## src/logic/spi_clock_stop_pkg.sv

```systemverilog
`default_nettype none
package spi_clock_stop_pkg;
	localparam int CLK_PERIOD_NS = 10;
	localparam int WORD_W_DEF = 8;
	localparam int DIV_W_DEF = 8;
	localparam int FIFO_DEPTH_DEF = 32;
	// Clock-stop settings; the upper bit switches clock-stop operation on
	localparam logic [1:0] STOP_SAMPLE_FALL = 2'h2;
	localparam logic [1:0] STOP_SAMPLE_RISE = 2'h3;
	localparam logic [7:0] SLAVE_DIVIDER = 8'h01;
	// Reset levels of the pins: bit clock low, slave enable deasserted high
	localparam logic RST_BIT_CLOCK_PIN = 1'b0;
	localparam logic RST_FRAME_PIN = 1'b1;
	typedef enum logic [1:0] {
		ST_IDLE = 2'h0,
		ST_LEAD = 2'h1,
		ST_SHIFT = 2'h3,
		ST_TAIL = 2'h2
	} xfer_state_t;
endpackage
`default_nettype wire
```

## src/logic/spi_clock_stop.sv

```systemverilog
// Contract
// - Generated bit clock period is (divider + 1) rate generator input periods; the code gives 2 for divider 0.
// - High phase is divider/2+1 periods when even, (divider+1)/2 when odd or zero; the code gives 1 for zero.
// - Low phase is divider/2 periods when even, (divider+1)/2 when odd or zero; the code gives 1 for zero.
// - Rate generator input is CPU clock when source select is 1, else external pin.
// - Slave mode needs source select 1 and divider 1.
// - Master with sync polarity 1 drives the frame sync inverted as active-low enable.
// - Slave inverts both active-low frame sync inputs into internal active-high frame.
// - Master: transmit clock and sync are outputs, receive clock and sync inputs.
// - Slave: all clock and frame sync directions are inputs.
// - Enable goes low before first rising clock edge; transfer starts on that edge.
// - Setting 10b samples on falling edge and launches on rising edge.
// - Setting 11b samples on rising edge and launches on falling edge.
// - Master waits one low phase (10b) or full period (11b) before first rise.
// - Master holds enable a full period (10b) or low phase (11b) after last fall.
// - Master in 10b releases data one low phase after the last falling edge.
// - Slave releases data output once enable deasserts after the last bit.
// - Slave presents first bit on enable low; master 11b one high phase after enable.
`timescale 1ns/1ps
`default_nettype none
module word_fifo #(
	parameter int WIDTH = 8,
	parameter int DEPTH = 32
) (
	// Clock and reset
	input wire logic clk_i,
	input wire logic rst_i,
	// Fill side
	input wire logic in_valid_i,
	input wire logic [WIDTH-1:0] in_data_i,
	output logic in_ready_o,
	// Drain side
	output logic out_valid_o,
	output logic [WIDTH-1:0] out_data_o,
	input wire logic out_ready_i
);
	localparam int AW = $clog2(DEPTH);
	if (DEPTH < 2 || (DEPTH & (DEPTH - 1)) != 0 || WIDTH < 1) begin : g_bad_fifo
		$error("word_fifo: DEPTH must be a power of two of at least 2");
	end
	logic [WIDTH-1:0] mem_q [DEPTH];
	logic [AW-1:0] wr_q, wr_d, rd_q, rd_d;
	logic [AW:0] cnt_q, cnt_d;
	logic rdy_q, rdy_d, ov_q, ov_d;
	logic [WIDTH-1:0] od_q, od_d;
	logic push, pop;
	always_comb begin
		push = in_valid_i && rdy_q;
		// The output word is a register of its own so the drain side sees flop outputs
		pop = (!ov_q || out_ready_i) && (cnt_q != '0);
		wr_d = push ? wr_q + 1'b1 : wr_q;
		rd_d = pop ? rd_q + 1'b1 : rd_q;
		cnt_d = cnt_q + {{AW{1'b0}}, push} - {{AW{1'b0}}, pop};
		rdy_d = cnt_d < (AW + 1)'(DEPTH);
		ov_d = pop ? 1'b1 : (out_ready_i ? 1'b0 : ov_q);
		od_d = pop ? mem_q[rd_q] : od_q;
	end
	always_ff @(posedge clk_i or posedge rst_i) begin
		if (rst_i) begin
			wr_q <= '0;
			rd_q <= '0;
			cnt_q <= '0;
			rdy_q <= 1'b1;
			ov_q <= 1'b0;
			od_q <= '0;
		end else begin
			wr_q <= wr_d;
			rd_q <= rd_d;
			cnt_q <= cnt_d;
			rdy_q <= rdy_d;
			ov_q <= ov_d;
			od_q <= od_d;
		end
	end
	for (genvar i = 0; i < DEPTH; i++) begin : g_entry
		always_ff @(posedge clk_i or posedge rst_i) begin
			if (rst_i) begin
				mem_q[i] <= '0;
			end else if (push && wr_q == AW'(i)) begin
				mem_q[i] <= in_data_i;
			end
		end
	end
	assign in_ready_o = rdy_q;
	assign out_valid_o = ov_q;
	assign out_data_o = od_q;
endmodule

module spi_clock_stop #(
	parameter int WORD_W = spi_clock_stop_pkg::WORD_W_DEF,
	parameter int DIV_W = spi_clock_stop_pkg::DIV_W_DEF,
	parameter int FIFO_DEPTH = spi_clock_stop_pkg::FIFO_DEPTH_DEF
) (
	// Clock and reset
	input wire logic core_clk_i,
	input wire logic rst_i,
	// Mode and configuration
	input wire logic master_mode_i,
	input wire logic [1:0] clock_stop_phase_sel_i,
	input wire logic tx_clock_polarity_i,
	input wire logic tx_sync_polarity_i,
	input wire logic rx_sync_polarity_i,
	input wire logic tx_clock_direction_i,
	input wire logic rx_clock_direction_i,
	input wire logic tx_sync_direction_i,
	input wire logic rx_sync_direction_i,
	input wire logic rate_gen_source_sel_i,
	input wire logic [DIV_W-1:0] rate_gen_divider_i,
	output logic config_error_o,
	// External rate clock pin
	input wire logic ext_rate_clk_i,
	// Serial pins
	input wire logic tx_bit_clock_i,
	output logic tx_bit_clock_o,
	output logic tx_bit_clock_oe_o,
	input wire logic tx_frame_sync_i,
	output logic tx_frame_sync_o,
	output logic tx_frame_sync_oe_o,
	input wire logic rx_bit_clock_i,
	input wire logic rx_frame_sync_i,
	input wire logic serial_data_in_i,
	output logic serial_data_out_o,
	output logic serial_data_out_oe_o,
	// Transmit words
	input wire logic [WORD_W-1:0] tx_data_i,
	input wire logic tx_valid_i,
	output logic tx_ready_o,
	// Receive words
	output logic [WORD_W-1:0] rx_data_o,
	output logic rx_valid_o,
	input wire logic rx_ready_i,
	output logic rx_overrun_o
);
	import spi_clock_stop_pkg::*;
	localparam int CW = $clog2(WORD_W + 1);
	if (WORD_W < 2 || DIV_W < 1 || DIV_W > 16) begin : g_bad_cfg
		$error("spi_clock_stop: WORD_W must be >= 2 and DIV_W in 1..16");
	end

	// Rate generator
	logic gen_q, gen_d, ext_prev_q, tick, ph_edge, rise_ev, fall_ev, odd_or_zero;
	logic [DIV_W:0] gcnt_q, gcnt_d, div_x, hi_len, lo_len, ph_len;
	always_comb begin
		div_x = {1'b0, rate_gen_divider_i};
		odd_or_zero = rate_gen_divider_i[0] || (rate_gen_divider_i == '0);
		hi_len = odd_or_zero ? (div_x + 1'b1) >> 1 : (div_x >> 1) + 1'b1;
		lo_len = odd_or_zero ? (div_x + 1'b1) >> 1 : div_x >> 1;
		ph_len = gen_q ? hi_len : lo_len;
		// A zero divider cannot make a half-period phase; it runs one input period each
		if (ph_len == '0) begin
			ph_len = (DIV_W + 1)'(1);
		end
		tick = rate_gen_source_sel_i ? 1'b1 : (ext_rate_clk_i && !ext_prev_q);
		ph_edge = tick && (gcnt_q >= ph_len - 1'b1);
		rise_ev = ph_edge && !gen_q;
		fall_ev = ph_edge && gen_q;
		gen_d = ph_edge ? !gen_q : gen_q;
		gcnt_d = !tick ? gcnt_q : (ph_edge ? '0 : gcnt_q + 1'b1);
	end
	always_ff @(posedge core_clk_i or posedge rst_i) begin
		if (rst_i) begin
			gen_q <= 1'b0;
			gcnt_q <= '0;
			ext_prev_q <= 1'b0;
		end else begin
			gen_q <= gen_d;
			gcnt_q <= gcnt_d;
			ext_prev_q <= ext_rate_clk_i;
		end
	end

	// Slave pin history, used for edge detection
	logic sck_prev_q, rck_prev_q, fx_prev_q;
	logic fx_act, fr_act, sck_lvl, rck_lvl, fx_start, s_launch, s_sample, p11;
	always_comb begin
		fx_act = tx_frame_sync_i ^ tx_sync_polarity_i;
		fr_act = rx_frame_sync_i ^ rx_sync_polarity_i;
		sck_lvl = tx_bit_clock_i ^ tx_clock_polarity_i;
		rck_lvl = rx_bit_clock_i ^ tx_clock_polarity_i;
		fx_start = fx_act && !fx_prev_q;
		s_launch = p11 ? (sck_prev_q && !sck_lvl) : (!sck_prev_q && sck_lvl);
		s_sample = p11 ? (!rck_prev_q && rck_lvl) : (rck_prev_q && !rck_lvl);
	end
	always_ff @(posedge core_clk_i or posedge rst_i) begin
		if (rst_i) begin
			sck_prev_q <= 1'b0;
			rck_prev_q <= 1'b0;
			fx_prev_q <= 1'b0;
		end else begin
			sck_prev_q <= sck_lvl;
			rck_prev_q <= rck_lvl;
			fx_prev_q <= fx_act;
		end
	end

	// Transfer engine
	xfer_state_t st_q, st_d;
	logic [WORD_W-1:0] sh_q, sh_d, rxw_q, rxw_d;
	logic [CW-1:0] cnt_q, cnt_d;
	logic sclk_q, sclk_d, frame_q, frame_d, dout_q, dout_d, doe_q, doe_d;
	logic push_q, push_d, rdy_q, rdy_d, ovr_q, ovr_d, err_q, err_d;
	logic sclk_pin_q, fs_pin_q, clk_oe_q, fs_oe_q;
	logic stop_on, launch_ev, sample_ev, rx_in_ready, release_ev;
	always_comb begin
		stop_on = clock_stop_phase_sel_i[1];
		p11 = clock_stop_phase_sel_i == STOP_SAMPLE_RISE;
		launch_ev = p11 ? fall_ev : rise_ev;
		sample_ev = p11 ? rise_ev : fall_ev;
		release_ev = p11 ? rise_ev : fall_ev;
		st_d = st_q;
		sh_d = sh_q;
		rxw_d = rxw_q;
		cnt_d = cnt_q;
		sclk_d = sclk_q;
		frame_d = frame_q;
		dout_d = dout_q;
		doe_d = doe_q;
		push_d = 1'b0;
		rdy_d = 1'b0;
		ovr_d = 1'b0;
		if (!stop_on || !master_mode_i && st_q != ST_IDLE) begin
			st_d = ST_IDLE;
			sclk_d = 1'b0;
			frame_d = 1'b0;
			doe_d = 1'b0;
		end else if (master_mode_i) begin
			unique case (st_q)
				ST_IDLE: begin
					sclk_d = 1'b0;
					// Start only with room for the answer word, so the receive side never drops
					if (tx_valid_i && rx_in_ready && (p11 ? rise_ev : fall_ev)) begin
						frame_d = 1'b1;
						sh_d = tx_data_i;
						rdy_d = 1'b1;
						cnt_d = '0;
						st_d = ST_LEAD;
					end
				end
				ST_LEAD: begin
					if (launch_ev) begin
						dout_d = sh_q[WORD_W-1];
						doe_d = 1'b1;
						if (!p11) begin
							sclk_d = 1'b1;
							st_d = ST_SHIFT;
						end
					end else if (sample_ev) begin
						sclk_d = 1'b1;
						sh_d = {sh_q[WORD_W-2:0], serial_data_in_i};
						cnt_d = cnt_q + 1'b1;
						st_d = ST_SHIFT;
					end
				end
				ST_SHIFT: begin
					if (rise_ev) begin
						sclk_d = 1'b1;
					end
					if (fall_ev) begin
						sclk_d = 1'b0;
					end
					if (sample_ev) begin
						sh_d = {sh_q[WORD_W-2:0], serial_data_in_i};
						cnt_d = cnt_q + 1'b1;
						if (!p11 && cnt_q == CW'(WORD_W - 1)) begin
							st_d = ST_TAIL;
						end
					end
					if (launch_ev) begin
						if (p11 && cnt_q == CW'(WORD_W)) begin
							doe_d = 1'b0;
							st_d = ST_TAIL;
						end else begin
							dout_d = sh_q[WORD_W-1];
						end
					end
				end
				ST_TAIL: begin
					if (!p11 && rise_ev) begin
						doe_d = 1'b0;
					end
					if (release_ev) begin
						frame_d = 1'b0;
						doe_d = 1'b0;
						push_d = 1'b1;
						rxw_d = sh_q;
						st_d = ST_IDLE;
					end
				end
			endcase
		end else if (fx_start) begin
			sh_d = tx_valid_i ? tx_data_i : '0;
			rdy_d = tx_valid_i;
			dout_d = tx_valid_i && tx_data_i[WORD_W-1];
			doe_d = 1'b1;
			cnt_d = '0;
			frame_d = 1'b1;
		end else if (frame_q) begin
			if (!fx_act) begin
				doe_d = 1'b0;
				frame_d = 1'b0;
			end else begin
				if (s_sample && fr_act) begin
					sh_d = {sh_q[WORD_W-2:0], serial_data_in_i};
					cnt_d = cnt_q + 1'b1;
					if (cnt_q == CW'(WORD_W - 1)) begin
						cnt_d = '0;
						rxw_d = sh_d;
						push_d = rx_in_ready;
						ovr_d = !rx_in_ready;
					end
				end
				if (s_launch) begin
					dout_d = sh_q[WORD_W-1];
				end
			end
		end
		err_d = master_mode_i
			? !(tx_clock_direction_i && tx_sync_direction_i
				&& !rx_clock_direction_i && !rx_sync_direction_i
				&& tx_sync_polarity_i && rx_sync_polarity_i)
			: (tx_clock_direction_i || rx_clock_direction_i
				|| tx_sync_direction_i || rx_sync_direction_i
				|| !rate_gen_source_sel_i
				|| rate_gen_divider_i != DIV_W'(SLAVE_DIVIDER));
	end
	always_ff @(posedge core_clk_i or posedge rst_i) begin
		if (rst_i) begin
			st_q <= ST_IDLE;
			sh_q <= '0;
			rxw_q <= '0;
			cnt_q <= '0;
			sclk_q <= 1'b0;
			frame_q <= 1'b0;
			dout_q <= 1'b0;
			doe_q <= 1'b0;
			push_q <= 1'b0;
			rdy_q <= 1'b0;
			ovr_q <= 1'b0;
			err_q <= 1'b0;
			sclk_pin_q <= RST_BIT_CLOCK_PIN;
			fs_pin_q <= RST_FRAME_PIN;
			clk_oe_q <= 1'b0;
			fs_oe_q <= 1'b0;
		end else begin
			st_q <= st_d;
			sh_q <= sh_d;
			rxw_q <= rxw_d;
			cnt_q <= cnt_d;
			sclk_q <= sclk_d;
			frame_q <= frame_d;
			dout_q <= dout_d;
			doe_q <= doe_d;
			push_q <= push_d;
			rdy_q <= rdy_d;
			ovr_q <= ovr_d;
			err_q <= err_d;
			sclk_pin_q <= sclk_d ^ tx_clock_polarity_i;
			fs_pin_q <= frame_d ^ tx_sync_polarity_i;
			clk_oe_q <= tx_clock_direction_i;
			fs_oe_q <= tx_sync_direction_i;
		end
	end

	word_fifo #(.WIDTH(WORD_W), .DEPTH(FIFO_DEPTH)) u_rx_fifo (
		.clk_i(core_clk_i),
		.rst_i(rst_i),
		.in_valid_i(push_q),
		.in_data_i(rxw_q),
		.in_ready_o(rx_in_ready),
		.out_valid_o(rx_valid_o),
		.out_data_o(rx_data_o),
		.out_ready_i(rx_ready_i)
	);

	assign config_error_o = err_q;
	assign tx_bit_clock_o = sclk_pin_q;
	assign tx_bit_clock_oe_o = clk_oe_q;
	assign tx_frame_sync_o = fs_pin_q;
	assign tx_frame_sync_oe_o = fs_oe_q;
	assign serial_data_out_o = dout_q;
	assign serial_data_out_oe_o = doe_q;
	assign tx_ready_o = rdy_q;
	assign rx_overrun_o = ovr_q;
endmodule
`default_nettype wire

```

## config.mk

```make
export PLATFORM = sky130hd
export DESIGN_NAME = spi_clock_stop
export DESIGN_NICKNAME = d
export VERILOG_FILES = /design/src/logic/spi_clock_stop_pkg.sv /design/src/logic/spi_clock_stop.sv
export SDC_FILE = /design/constraint.sdc
export NUM_CORES = 1
export LEC_CHECK = 0
export BUFFER_PORTS_ARGS = -buffer_cell sky130_fd_sc_hd__clkbuf_2
export CAP_MARGIN = 20
export CELL_PAD_IN_SITES_DETAIL_PLACEMENT = 1
export CELL_PAD_IN_SITES_GLOBAL_PLACEMENT = 1
export CORE_ASPECT_RATIO = 1.5
export CORE_MARGIN = 3
export CORE_UTILIZATION = 31
export CTS_CLUSTER_SIZE = 25
export DETAILED_ROUTE_END_ITERATION = 12
export GPL_ROUTABILITY_DRIVEN = 0
export PLACE_DENSITY = 0.53
export SYNTH_ARGS = -nofsm -noshare
export SYNTH_HDL_FRONTEND = slang
export SYNTH_HIERARCHICAL = 1
export SYNTH_SLANG_ARGS = --single-unit
export TNS_END_PERCENT = 5
```

## constraint.sdc

```tcl
create_clock -name core_clk_i -period 16.06 [get_ports core_clk_i]
set_input_delay 1.606 -clock core_clk_i [delete_from_list [all_inputs] [get_ports core_clk_i]]
set_output_delay 1.606 -clock core_clk_i [all_outputs]
set_load 0.05 [all_outputs]
```

Word level (Yosys, flattened, before mapping)
Cells that the tools add are included.

word-level totals
  flip-flop bits (word level) = 330
  logic and storage cells = 353
  output and inout bits = 18
  input bits = 37

cells by class
  muxes and demuxes = 113
  bitwise operators = 8
  eq/ne operators = 58
  order comparisons = 3
  add/subtract/negate cells = 9
  reduce and logical (&&, ||, !) cells = 102

operator list
  cell                                           number
  2-to-1 mux 8 bit                               22
  == test 5 bit, second input constant           16
  2-to-1 mux 1 bit                               61
  logical AND 1 bit                              56
  binary-select mux 8 bit (select 5 bit)         1
  == test 5 x 4 -> 1 bit, second input constant  8
  2-to-1 mux 4 bit                               9
  one-hot mux 8 bit (3 select lines)             1
  2-to-1 mux 2 bit                               11
  != test 3 bit, second input constant           7
  == test 5 x 3 -> 1 bit, second input constant  4
  != test 4 bit, second input constant           5
  2-to-1 mux 9 bit                               2
  zero test 1 bit                                16
  AND reduction 8 bit                            2
  AND reduction 7 bit                            2
  nonzero test 2 bit                             7
  one-hot mux 4 bit (3 select lines)             1
  nonzero test 3 bit                             4
  adder 5 x 1 -> 5 bit, second input constant    2
  == test 5 x 2 -> 1 bit, second input constant  2
  adder 8 x 1 -> 9 bit, second input constant    1
  adder 9 x 1 -> 9 bit, second input constant    1
  >= comparator 9 bit                            1
  34 further kinds                               51

Logic depth before layout (Yosys ltp)
  word-level depth = 17
  mapped depth = 19
  mapped depth without buffers = 18

By module
The synthesis kept the hierarchy.

by module, submodules not included
  module          sequential area each (um^2)  instances  area an instance (um^2)  cells each
  word_fifo       7058.0                       1          13127.6                  883
  spi_clock_stop  1202.4                       1          3349.5                   347

Worst setup path before layout
OpenSTA, ideal clock, no wires.

  kind = in2reg
  start = in rate_gen_divider_i[0]
  end = reg sh_q[0]
  path buffers = 1
  data arrival time = 5.064 ns
  required time = 15.933 ns
  library setup time = 0.127 ns
  slack = 10.868 ns
  stages on the path = 18
  cells stage by stage = inv_1 -> ha_1 -> a31oi_4 -> mux2i_2 -> mux2_4 -> a31oi_1 -> ha_1 -> inv_1 -> nor3_1 -> xnor2_1 -> ha_1 -> nand4_1 -> nor2_1 -> a21oi_2 -> a211oi_2 -> o21a_1 -> buf_6 -> mux2_1

on the way
  word-level cells in the longest chain between the ends = 15
  elaborated cells between the ends (all ways) = 23
  classes of those cells = 2 x add/sub; 1 x order compare; 2 x eq/ne; 10 x mux; 8 x reduce/logical

RTL lines
  what                                                          RTL line                                      source
  from (decl)                                                   spi_clock_stop.sv:108                         input wire logic [DIV_W-1:0] rate_gen_divider_i,
  branches (longest 3 deep; another with adder 8 x 1 -> 9 bit)  n/a
  2-to-1 mux 8 bit *                                            spi_clock_stop.sv:148                         ph_len = gen_q ? hi_len : lo_len;
  zero test 9 bit                                               spi_clock_stop.sv:150                         if (ph_len == '0) begin
  2-to-1 mux 9 bit *                                            spi_clock_stop.sv:150
  subtractor 9 x 1 -> 9 bit *                                   spi_clock_stop.sv:154                         ph_edge = tick && (gcnt_q >= ph_len - 1'b1);
  >= comparator 9 bit *                                         spi_clock_stop.sv:154
  logical AND 1 bit *                                           spi_clock_stop.sv:154
  logical AND 1 bit (on tied branches)                          spi_clock_stop.sv:156, spi_clock_stop.sv:155
  2-to-1 mux 1 bit                                              spi_clock_stop.sv:208, spi_clock_stop.sv:231
  2-to-1 mux 8 bit (2 in series)                                n/a
  one-hot mux 8 bit (3 select lines)                            n/a
  2-to-1 mux 8 bit                                              n/a
  to (signal assigned)                                          spi_clock_stop.sv:329                         sh_q <= '0;
  to (signal assigned)                                          spi_clock_stop.sv:346                         sh_q <= sh_d;
  to (decl)                                                     spi_clock_stop.sv:198                         logic [WORD_W-1:0] sh_q, sh_d, rxw_q, rxw_d;

Mark *: on every way between the ends. The select of a mux whose other input is x is not followed.
A chain may end at the register's enable or synchronous reset.

Final worst setup path
  start = in rate_gen_divider_i[0]
  end = reg sh_q[5]

Same word-level chain as after synthesis.

==> run metrics <==
outcome completed; Max Freq 181 MHz; LEAKAGE 0.00874 uW; crit start category input pin; Clock Pin Slew Worst Setup and Hold Paths 0.06 ns; final setup margin 10.53 ns; Yosys reg bits 330; Final Hold Violating Endpoints 0; Fill cells 5,456; Root Driver clkbuf_16; Overflow after GRT 0; Worst Setup Path Type in -> reg; Std-Cell Core Area 52,100 um^2; Tcrit/Tclk final 34.4%; Initial Utilization 31.6%; endpoints failing setup 0; Distinct cells, synth 79; unrepaired setup endpoints after global routing false; power per cell area 127 nW/um^2; Post-Syn Area 16,500 um^2; Total Neg Setup Slack 0 ns; sequential share of the synthesized area 50.1%; Post-Route Utilization 35.9%; Max H-tree Level 2; vias in the first global route 11.4k; initial antenna violation count 0; Via density 5.16; Setup crit end kind flip-flop; layout cells sized above 1 38.8%; most frequent CP cell ha_1; via count 10.2k; worst-margin pin slew 0.942 ns; DRT Pass-1 Iters 6; Rel. slew slack 37.0%; Mapped Cells 1,230; Post-Syn Nets 1,300; TritonCTS clock tree yes; Clk Latency, worst-skew pair 0.54 ns; Crit-path slowest cell o21a_1; Total GRT Usage 15.9%; Total Routed Length 44.4 mm; DP HPWL 30.0 mm; Tmin final 5.53 ns; Iter 0 DRT Violations 299; Bufs and invs on worst path 3; hold_ws 0.493 ns; maximum root-to-sink buffer count 3; Worst Path Required 16.48 ns; IO Pins 55; CP peak stage delay 0.56 ns; port bufs 54; asr flop ratio synth 100%; YS warnings 6; clk sinks 330; routed len/inst 22.5 um; antenna viol nets, final 0; diode count 0; worst-path cell chain clkbuf_2, inv_1, ha_1, a31oi_4, mux2i_2, mux2_4, a31oi_1, ha_1, inv_1, nor3_1, xnor2_1, ha_1, nand4_1, nor2_1, a21oi_2, a211oi_2, o21a_1, mux2_2; most common flop cell mapped by yosys dfrtp_1; first-pass GRT wire length 69.5 mm; cts hold-fix bufs 0; setup bufs post-CTS 0; Top Family by Delay on Critical Path compound AO/OA/AOI/OAI gates; post-cts sizing count 0; # rows 102; Num CTS Buffers 38; Setup Skew 0.0249 ns; Die X 194 um; worst min-delay path class reg -> reg; Slew Viols, Final 0; total die area 56,000 um^2; Syn Area/Cell 13.4 um^2; Die H 288 um; crit path max fanout 12; pre-CTS setup slack 9.94 ns; worst vdd ir 69.6 uV; fin nets 1,346; CP arrival 5.95 ns; largest net degree at the start of global routing 95; max cap viols 0; Remaining DRCs 0; Post-synth EDFFs 0; area grow syn2layout 13.4%
[sequential cells by signal, indices dropped and copies added, names as in the netlist, 2 cells and up]
register              cells
gcnt_q                    9
u_rx_fifo/mem_q         256
st_q                      2
u_rx_fifo/rd_q            5
rxw_q                     8
u_rx_fifo/wr_q            5
u_rx_fifo/cnt_q           6
sh_q                      8
u_rx_fifo/out_data_o      8
cnt_q                     4
[through the flow]
stage	std cells	total power (uW)	instance area (um^2)
3_5_place_dp	1910	1530	17400
5_1_grt	1976	2490	18700
3_3_place_gp	1909	1520	17400
4_1_cts	1974	2420	18600
2_1_floorplan	1230	1370	16500
6_report	1976	2370	18700
[cells by family (layout without fill, tap and decap cells)]
| group | count (synthesis) | after routing | share of synthesized area, % |
|---|---|---|---|
| simple gates | 194 | 194 | 6.79 |
| compound gates | 149 | 149 | 6.84 |
| fa+ha+maj | 33 | 33 | 2.55 |
| xor+xnor | 30 | 30 | 1.71 |
| mux | 391 | 391 | 29.0 |
| flops | 330 | 330 | 50.1 |
| buf+inv | 103 | 173 | 3.00 |
[report_power, final]
group          switching, uW  total [uW]  internal, uW
clock network            350         865           516
registers               82.5         967           885
logic                    331         537           206
[path summary, 6_finish.rpt]
kind / start / endpoint / slack (ns) / depth (start not counted)
worst max-delay path: rate_gen_divider_i[0] / sh_q[5] / 10.53 / 18
worst min-delay path: u_rx_fifo/mem_q[187] / u_rx_fifo/mem_q[187] / 0.49 / 1
worst max register to register: gen_q / sh_q[5] / 11.49 / 16
worst min register to register: u_rx_fifo/mem_q[187] / u_rx_fifo/mem_q[187] / 0.49 / 1
max in group asynchronous: rst_i / u_rx_fifo/mem_q[64] / 13.33 / 4
min in group asynchronous: rst_i / cnt_q[2] / 1.15 / 2
[layout by cell type, fill, tap and decap left out, drive strengths merged, types with 27 or more instances in the layout]
cell type,n
mux4,40
o21ai,27
ha,32
mux2i,69
nor2,37
nand2,57
dfrtp,328
inv,38
mux2,282
clkbuf,104
nand3,27
[worst reg2reg max path: cells and delay by family, from the launching register on]
| kind | cells | cell delay (ns) |
|---|---|---|
| AOI/OAI and AO/OA | 6 | 1.74 |
| xor gates and xnor gates | 1 | 0.11 |
| adders and majority gates | 2 | 0.53 |
| buffers and inverters | 1 | 0.07 |
| DFF | 1 | 0.70 |
| muxes | 2 | 0.71 |
| and+or+nand+nor | 4 | 0.60 |
[per-layer routing]
metal	up-vias	track usage, %	wire length [um]
li1	4642	-	-
met1	5370	18.6	18200
met2	117	30.7	24200
met3	58	1.76	882
met4	0	4.47	1140
met5	-	0	0
[synthesized netlist by cell type (all sizes together) (2+ instances only)]
cell	count	area (um^2)
nand3	27	150
ha	32	400
nand4	6	37.5
and4	3	26.3
xor2	15	131
nor2	37	174
a41oi	2	36.3
mux2i	69	694
nand2	57	244
or3	11	68.8
o2111ai	11	96.3
a21o	6	45.0
o31ai	3	22.5
and3	8	50.1
o21a	3	22.5
nor3	17	138
dfrtp	328	8210
clkbuf	40	155
dfstp	2	52.6
nor2b	6	37.5
buf	28	208
a221oi	2	17.5
a21oi	23	119
a211oi	4	47.5
a31oi	4	55.1
a22oi	2	15.0
and2	3	22.5
mux4	40	901
nand3b	6	45.0
o22ai	20	125
mux2	282	3180
o22a	9	78.8
o21ai	27	135
inv	35	131
nor4	3	48.8
o211ai	4	30.0
a22o	8	70.1
xnor2	15	150
o221a	8	90.1
nand2b	5	31.3
a211o	4	35.0
[cell type report]
class	count	area, um^2	area share, %
multi-input combinational	797	7720	41.3
timing repair buffer	74	473	2.53
tap	676	846	4.53
sequential	330	8270	44.3
inverter	35	139	0.743
clock buffer	50	1070	5.71
clock inverter	14	168	0.897
Note: power is estimated with default switching activity, not from simulation.
